`src/hw/sfl_pkg.sv`:
```
package sfl_pkg;

  // Byte addresses of the register words on the bus
  localparam logic [7:0] ADR_CTRL   = 8'h00;
  localparam logic [7:0] ADR_STATUS = 8'h04;
  localparam logic [7:0] ADR_DATA   = 8'h08;

  // Field positions
  localparam int CTRL_WIDE_BIT = 0;
  localparam int TX_FREE_LSB   = 9;
  localparam int TX_FREE_MSB   = 15;
  localparam int RX_FREE_LSB   = 16;
  localparam int RX_FREE_MSB   = 22;

  // Storage geometry and per-mode capacity
  localparam int         MEM_ADDR_W  = 6;
  localparam int         MEM_DATA_W  = 16;
  localparam int         MEM_WORDS   = 64;
  localparam logic [6:0] DEPTH_8BIT  = 7'h40;
  localparam logic [6:0] DEPTH_16BIT = 7'h20;

  // Reset values, small step constants and the receive buffer slot count
  localparam logic [6:0] CNT_RESET  = 7'h00;
  localparam logic [6:0] CNT_STEP   = 7'h01;
  localparam logic [5:0] PTR_STEP   = 6'h01;
  localparam logic       WIDE_RESET = 1'b0;
  localparam logic [1:0] RBUF_SLOTS = 2'h2;
  localparam logic [1:0] RBUF_STEP  = 2'h1;

  typedef enum logic [2:0] {
    ST_IDLE  = 3'b001,
    ST_RDMEM = 3'b010,
    ST_ACK   = 3'b100
  } sfl_bus_st_t;

endpackage : sfl_pkg

```
`src/hw/sfl_mem_if.sv`:
```
interface sfl_mem_if;
  logic        we;
  logic [5:0]  waddr;
  logic [15:0] wdata;
  logic        re;
  logic [5:0]  raddr;
  logic [15:0] rdata;

  modport ctrl  (output we, output waddr, output wdata, output re, output raddr, input rdata);
  modport store (input we, input waddr, input wdata, input re, input raddr, output rdata);
endinterface : sfl_mem_if

```
`src/hw/sfl_top.sv`:
```
// Chosen here: register access over Wishbone and the register addresses.
module sfl_top (
  input  wire logic        clk_i,
  input  wire logic        rst_i,
  input  wire logic        wb_cyc_i,
  input  wire logic        wb_stb_i,
  input  wire logic        wb_we_i,
  input  wire logic [7:0]  wb_adr_i,
  input  wire logic [3:0]  wb_sel_i,
  input  wire logic [31:0] wb_dat_i,
  output logic      [31:0] wb_dat_o,
  output logic             wb_ack_o,
  output logic             tx_valid_o,
  output logic      [15:0] tx_data_o,
  input  wire logic        tx_ready_i,
  input  wire logic        rx_valid_i,
  input  wire logic [15:0] rx_data_i,
  output logic             rx_ready_o
);

  typedef struct packed {
    sfl_pkg::sfl_bus_st_t st;
    logic                 ack;
    logic [31:0]          dat;
    logic                 wide;
    logic [5:0]           tx_wp;
    logic [5:0]           tx_rp;
    logic [6:0]           tx_cnt;
    logic                 tx_pend;
    logic                 tx_vld;
    logic [15:0]          tx_dat;
    logic [5:0]           rx_wp;
    logic [5:0]           rx_rp;
    logic [6:0]           rx_cnt;
    logic [1:0]           rb_cnt;
    logic [15:0]          rb_d0;
    logic [15:0]          rb_d1;
    logic                 rx_rdy;
  } sfl_state_t;

  localparam sfl_state_t STATE_RESET = '{
    st:      sfl_pkg::ST_IDLE,
    wide:    sfl_pkg::WIDE_RESET,
    tx_cnt:  sfl_pkg::CNT_RESET,
    rx_cnt:  sfl_pkg::CNT_RESET,
    default: '0
  };

  sfl_state_t  state_reg;
  sfl_state_t  state_next;

  logic [6:0]  fifo_depth;
  logic [6:0]  tx_free;
  logic [6:0]  rx_free;
  logic        bus_req;
  logic        tx_push;
  logic        tx_pop;
  logic        tx_take;
  logic        rx_pop;
  logic        rx_fill;
  logic        rx_accept;
  logic        mode_flush;
  logic [1:0]  rb_left;
  logic [31:0] rd_word;
  logic [15:0] wr_word;
  logic [15:0] rx_word;

  sfl_mem_if tx_mif ();
  sfl_mem_if rx_mif ();

  sfl_mem u_tx_mem (
    .clk_i  (clk_i),
    .port_s (tx_mif.store)
  );

  sfl_mem u_rx_mem (
    .clk_i  (clk_i),
    .port_s (rx_mif.store)
  );

  // Both FIFOs share one capacity that follows the word mode
  assign fifo_depth = state_reg.wide ? sfl_pkg::DEPTH_16BIT : sfl_pkg::DEPTH_8BIT;
  assign tx_free    = fifo_depth - state_reg.tx_cnt;
  assign rx_free    = fifo_depth - state_reg.rx_cnt;

  assign bus_req = wb_cyc_i && wb_stb_i;
  assign wr_word = state_reg.wide ? wb_dat_i[15:0] : {8'h00, wb_dat_i[7:0]};
  assign rx_word = state_reg.wide ? rx_mif.rdata : {8'h00, rx_mif.rdata[7:0]};

  always_comb begin
    rd_word = 32'h0000_0000;
    unique case (wb_adr_i)
      sfl_pkg::ADR_CTRL: begin
        rd_word[sfl_pkg::CTRL_WIDE_BIT] = state_reg.wide;
      end
      sfl_pkg::ADR_STATUS: begin
        rd_word[sfl_pkg::TX_FREE_MSB:sfl_pkg::TX_FREE_LSB] = tx_free;
        rd_word[sfl_pkg::RX_FREE_MSB:sfl_pkg::RX_FREE_LSB] = rx_free;
      end
      default: begin
        rd_word = 32'h0000_0000;
      end
    endcase
  end

  always_comb begin
    state_next   = state_reg;
    tx_push      = 1'b0;
    tx_pop       = 1'b0;
    rx_pop       = 1'b0;
    rx_fill      = 1'b0;
    mode_flush   = 1'b0;
    rb_left      = state_reg.rb_cnt;
    tx_take      = state_reg.tx_vld && tx_ready_i;
    rx_accept    = rx_valid_i && state_reg.rx_rdy;
    tx_mif.we    = 1'b0;
    tx_mif.waddr = state_reg.tx_wp;
    tx_mif.wdata = wr_word;
    tx_mif.re    = 1'b0;
    tx_mif.raddr = state_reg.tx_rp;
    rx_mif.we    = 1'b0;
    rx_mif.waddr = state_reg.rx_wp;
    rx_mif.wdata = state_reg.rb_d0;
    rx_mif.re    = 1'b0;
    rx_mif.raddr = state_reg.rx_rp;

    // Register bus: one request per pass through IDLE
    unique case (state_reg.st)
      sfl_pkg::ST_IDLE: begin
        if (bus_req) begin
          if (wb_we_i) begin
            state_next.st  = sfl_pkg::ST_ACK;
            state_next.ack = 1'b1;
            state_next.dat = 32'h0000_0000;
            if (wb_adr_i == sfl_pkg::ADR_CTRL && wb_sel_i[0]) begin
              state_next.wide = wb_dat_i[sfl_pkg::CTRL_WIDE_BIT];
              mode_flush      = wb_dat_i[sfl_pkg::CTRL_WIDE_BIT] != state_reg.wide;
            end
            // A write into a full transmit FIFO is dropped
            if (wb_adr_i == sfl_pkg::ADR_DATA && wb_sel_i[0] && state_reg.tx_cnt != fifo_depth) begin
              tx_push = 1'b1;
            end
          end else if (wb_adr_i == sfl_pkg::ADR_DATA && state_reg.rx_cnt != sfl_pkg::CNT_RESET) begin
            rx_pop        = 1'b1;
            state_next.st = sfl_pkg::ST_RDMEM;
          end else begin
            state_next.st  = sfl_pkg::ST_ACK;
            state_next.ack = 1'b1;
            state_next.dat = rd_word;
          end
        end
      end
      sfl_pkg::ST_RDMEM: begin
        state_next.st  = sfl_pkg::ST_ACK;
        state_next.ack = 1'b1;
        state_next.dat = {16'h0000, rx_word};
      end
      sfl_pkg::ST_ACK: begin
        state_next.st  = sfl_pkg::ST_IDLE;
        state_next.ack = 1'b0;
      end
    endcase

    if (tx_push) begin
      tx_mif.we        = 1'b1;
      state_next.tx_wp = state_reg.tx_wp + sfl_pkg::PTR_STEP;
    end

    // Transmit output stage: a word leaves the count when its read is issued
    if (tx_take) begin
      state_next.tx_vld = 1'b0;
    end
    if (state_reg.tx_pend) begin
      state_next.tx_vld  = 1'b1;
      state_next.tx_dat  = tx_mif.rdata;
      state_next.tx_pend = 1'b0;
    end else if ((!state_reg.tx_vld || tx_take) && state_reg.tx_cnt != sfl_pkg::CNT_RESET) begin
      tx_pop             = 1'b1;
      tx_mif.re          = 1'b1;
      state_next.tx_pend = 1'b1;
      state_next.tx_rp   = state_reg.tx_rp + sfl_pkg::PTR_STEP;
    end

    unique case ({tx_push, tx_pop})
      2'b10:   state_next.tx_cnt = state_reg.tx_cnt + sfl_pkg::CNT_STEP;
      2'b01:   state_next.tx_cnt = state_reg.tx_cnt - sfl_pkg::CNT_STEP;
      default: state_next.tx_cnt = state_reg.tx_cnt;
    endcase

    if (rx_pop) begin
      rx_mif.re        = 1'b1;
      state_next.rx_rp = state_reg.rx_rp + sfl_pkg::PTR_STEP;
    end

    // Two-entry receive buffer drains only while the receive FIFO has room
    if (state_reg.rb_cnt != 2'h0 && state_reg.rx_cnt != fifo_depth) begin
      rx_fill          = 1'b1;
      rx_mif.we        = 1'b1;
      state_next.rx_wp = state_reg.rx_wp + sfl_pkg::PTR_STEP;
      state_next.rb_d0 = state_reg.rb_d1;
      rb_left          = state_reg.rb_cnt - sfl_pkg::RBUF_STEP;
    end
    if (rx_accept) begin
      if (rb_left == 2'h0) begin
        state_next.rb_d0 = rx_data_i;
      end else begin
        state_next.rb_d1 = rx_data_i;
      end
      state_next.rb_cnt = rb_left + sfl_pkg::RBUF_STEP;
    end else begin
      state_next.rb_cnt = rb_left;
    end
    // Ready is registered, so it looks at the slot count one cycle ahead
    state_next.rx_rdy = state_next.rb_cnt != sfl_pkg::RBUF_SLOTS;

    unique case ({rx_fill, rx_pop})
      2'b10:   state_next.rx_cnt = state_reg.rx_cnt + sfl_pkg::CNT_STEP;
      2'b01:   state_next.rx_cnt = state_reg.rx_cnt - sfl_pkg::CNT_STEP;
      default: state_next.rx_cnt = state_reg.rx_cnt;
    endcase

    // Changing word width discards the words in both FIFOs and the transmit output stage; the old layout is meaningless
    if (mode_flush) begin
      state_next.tx_wp   = 6'h00;
      state_next.tx_rp   = 6'h00;
      state_next.tx_cnt  = sfl_pkg::CNT_RESET;
      state_next.tx_pend = 1'b0;
      state_next.tx_vld  = 1'b0;
      state_next.rx_wp   = 6'h00;
      state_next.rx_rp   = 6'h00;
      state_next.rx_cnt  = sfl_pkg::CNT_RESET;
    end
  end

  always_ff @(posedge clk_i) begin
    if (rst_i) begin
      state_reg <= STATE_RESET;
    end else begin
      state_reg <= state_next;
    end
  end

  assign wb_dat_o   = state_reg.dat;
  assign wb_ack_o   = state_reg.ack;
  assign tx_valid_o = state_reg.tx_vld;
  assign tx_data_o  = state_reg.tx_dat;
  assign rx_ready_o = state_reg.rx_rdy;
endmodule : sfl_top

```
`src/hw/sfl_mem.sv`:
```
module sfl_mem (
  input  wire logic  clk_i,
  sfl_mem_if.store   port_s
);

  logic [sfl_pkg::MEM_DATA_W-1:0] mem_reg [0:sfl_pkg::MEM_WORDS-1];

  // Read data comes from a register, one cycle after the read strobe
  always_ff @(posedge clk_i) begin
    if (port_s.we) begin
      mem_reg[port_s.waddr] <= port_s.wdata;
    end
    if (port_s.re) begin
      port_s.rdata <= mem_reg[port_s.raddr];
    end
  end

endmodule : sfl_mem

```
`config.mk`:
```
export PLATFORM = sky130hd
export DESIGN_NAME = sfl_top
export DESIGN_NICKNAME = d
export VERILOG_FILES = /design/src/hw/sfl_pkg.sv /design/src/hw/sfl_mem_if.sv /design/src/hw/sfl_top.sv /design/src/hw/sfl_mem.sv
export SDC_FILE = /design/constraint.sdc
export NUM_CORES = 2
export LEC_CHECK = 0
export BUFFER_PORTS_ARGS = -buffer_cell sky130_fd_sc_hd__buf_4
export CAP_MARGIN = 20
export CORE_ASPECT_RATIO = 0.5
export CORE_UTILIZATION = 45
export DETAILED_ROUTE_END_ITERATION = 6
export PLACE_DENSITY_LB_ADDON = 0.12
export REMOVE_ABC_BUFFERS = 1
export SLEW_MARGIN = 20
export SYNTH_ARGS = -nofsm -noshare
export SYNTH_HDL_FRONTEND = slang
export SYNTH_SLANG_ARGS = --single-unit
```
`constraint.sdc`:
```
create_clock -name clk_i -period 5.1 [get_ports clk_i]
set_input_delay 1.02 -clock clk_i [delete_from_list [all_inputs] [get_ports clk_i]]
set_output_delay 1.02 -clock clk_i [all_outputs]
set_load 0.02 [all_outputs]
```
==> metrics.txt <==
H-tree depth reported by CTS 4; chip height 311 um; first-pass GRT wire length 319 mm; hold_buf cts 0; CTS sink count 2199; cts repair resizes 0; Area Overhead vs Synth 12.0%; sequential fraction of design power 51.2%; hold slack 0.453 ns; Starting Density 45.7%; most used cell, CP ha_1; largest net degree at the start of global routing 81; Startpoint Class register; fin. max-slew vios 0; M2 GR Usage 36.5%; Critical Path RT 5.85 ns; area share of the largest cell type after synthesis 72.8%; top-level port count 118; utilization after layout 51.2%; Final period util 74.2%; Site Rows 112; initial antenna violation count 4; max-cap violations 0; Final #Nets 4680; Slowest-stage cell, CP dfxtp_1; Clock Skew 0.0410 ns; Total Routing Usage GR 23.0%; die extent in x 620 um; Seq/Total Area, Yosys 75.6%; TritonRoute pass-1 iters 5; setup repair bufs after CTS 0; synthesized flop and latch total 2199; Root Buffer Master clkbuf_16; clock latency on the worst-skew pair 0.85 ns; FMAX 0.264 GHz; dpl hpwl 133 mm; drt drc 0; Starting DRT DRC Count 4779; via count 43.2k; vias in the first global route 43.2k; status completed; Static Leak 28.8 nW; Final Hold Vio Count 0; Routed WL 223 mm; Hold Crit Class input pin to register; CTS tree done; GP Congestion 0.824; CP Class register to register; Pwr Total 41.3 mW; IO buf count 89; DR WL/cell 30.7 um; total CTS buffers 199; Worst-path clk slew 0.07 ns; Remaining Overflow, GRT 0; Mapped Area 85800 sq um; worst rel slew slack 20.4%; setup violators final 0; internal power 30.9 mW; Setup TNS Final 0 ns; Synth area leaders edfxtp_1 73%, mux4_2 11%, mux2i_1 3.4%; asr flop ratio synth 0%; M3 GR Usage 3.66%; layout cells sized above 1 23.2%; met1 Use GR 33.8%; number of routed nets with antenna violations 0; clock power share 35.0%; Distinct cells, synth 78; peak supply drop 0.000329 V; FILL cells 15.0k; die area 193000 sq um; Yosys top cell by area edfxtp_1; vias per cell 5.96; power density over the cells 430 nW/um^2; worst-path cell chain ha_1 -> a41oi_1 -> buf_4 -> inv_4 -> ha_1 -> xor2_1 -> ha_1 -> a21oi_1 -> a21o_1 -> a32oi_1 -> or3_1 -> a21oi_1; CP Max Fanout 20; cell count after synthesis 4358; Mean Syn Cell Area 19.7 sq um; GRT busiest layer met2; Core ar. 188000 sq um; clock buffer depth 4; Synth warnings 0; Post-synth EDFFs 2080; Comb pwr share 13.8%; minimum clock period 3.78 ns; crit end category register; RSZ-0062 raised after global routing false; Worst-Margin Slew 1.16 ns; Critical Path Max Stage Delay 0.75 ns; sw frac 25.3%; Switch Pwr 10.5 mW; critical path arrival 4.53 ns; Synth Flop Type edfxtp_1
## layout make-up
type | count | area [sq um] | area share, %
Inverter | 17 | 68.8 | 0.0716
Clock inverter | 74 | 611 | 0.635
Clock buffer | 273 | 5500 | 5.72
Antenna cell | 2 | 5.00 | 0.00521
Timing Repair Buffer | 339 | 2700 | 2.81
Tap cell | 2508 | 3140 | 3.26
Multi-Input combinational cell | 1837 | 19200 | 20.0
Sequential cell | 2199 | 64900 | 67.5
## cells in the final DEF, fill, tap and decap left out, types with 19 or more instances in the layout
master | Yosys | final
a211oi_1 | 81 | 81
a21oi_1 | 107 | 107
a22o_1 | 31 | 31
a22oi_1 | 61 | 61
buf_4 | 84 | 326
clkbuf_1 | 101 | 57
clkbuf_16 | 0 | 205
clkinv_1 | 0 | 33
clkinv_2 | 0 | 28
dfxtp_1 | 119 | 94
dfxtp_2 | 0 | 19
edfxtp_1 | 2080 | 2080
ha_1 | 19 | 19
mux2i_1 | 291 | 291
mux4_2 | 412 | 412
nand2_1 | 109 | 109
nand3_1 | 42 | 41
nor2_1 | 226 | 217
nor3_1 | 21 | 20
o21ai_0 | 24 | 24
o221ai_1 | 40 | 40
o22ai_1 | 67 | 67
xor2_1 | 20 | 20
## metal layers
layer | wire (um) | vias to the layer above
li1 | - | 18300
met1 | 97800 | 23200
met2 | 106000 | 1455
met3 | 13900 | 260
met4 | 4790 | 2
met5 | 13 | -
## power groups by stage
stage / logic [mW] / registers (mW) / clock network (mW)
4_1_cts: 5.76 / 21.2 / 14.7
3_5_place_dp: 5.75 / 21.6 / 0
3_3_place_gp: 5.61 / 21.5 / 0
2_1_floorplan: 3.00 / 22.1 / 0
5_1_grt: 6.06 / 21.2 / 15.4
6_report: 5.69 / 21.2 / 14.5
## synthesized netlist by cell type (21+ instances only)
master / instances
mux2i_1: 291
dfxtp_1: 119
nand2_1: 109
buf_2: 76
nor3_1: 21
a211oi_1: 81
buf_4: 84
edfxtp_1: 2080
nand3_1: 42
and2_1: 21
a22o_1: 31
clkbuf_1: 101
o21ai_0: 24
o22ai_1: 67
nor2_1: 226
a21oi_1: 107
a22oi_1: 61
buf_1: 28
o221ai_1: 40
mux4_2: 412
buf_6: 22
## kinds of logic (layout without fill, tap and decap cells)
family | Yosys count | count (layout) | synth area share [%]
mux | 713 | 713 | 14.3
flops | 2199 | 2199 | 75.6
compound gates | 521 | 521 | 4.29
xor+xnor | 32 | 32 | 0.327
other cells | 1 | 11 | 0.00437
simple gates | 542 | 542 | 3.03
buf+inv | 330 | 703 | 2.16
fa+ha+maj | 20 | 20 | 0.300
## critical path: cells and delay by family, from the launching register on
family | cells | cell delay [ns]
compound gates | 5 | 0.88
xor+xnor | 1 | 0.21
fa+ha+maj | 3 | 1.07
buf+inv | 2 | 0.45
flops | 1 | 0.75
simple gates | 1 | 0.32
## metrics by stage
| step | setup WS [ns] | cell area [sq um] | std cells |
|---|---|---|---|
| 2_1_floorplan | -7.50 | 84100 | 4053 |
| 3_3_place_gp | 0.975 | 90000 | 6899 |
| 3_5_place_dp | 0.942 | 90000 | 6900 |
| 4_1_cts | 1.23 | 96100 | 7247 |
| 5_1_grt | 1.04 | 96100 | 7247 |
| 6_report | 1.32 | 96100 | 7249 |
## path summary, 6_finish.rpt
| kind | from | endpoint | slack (ns) | depth (start not counted) |
|---|---|---|---|---|
| setup / recovery | state_reg[91] | state_reg[41] | 1.32 | 12 |
| hold reg to reg | state_reg[4] | state_reg[4] | 0.46 | 2 |
| setup reg to reg | state_reg[91] | state_reg[41] | 1.32 | 12 |
| hold / removal | rx_data_i[7] | state_reg[8] | 0.45 | 3 |
(Power assumes the default switching activity.)
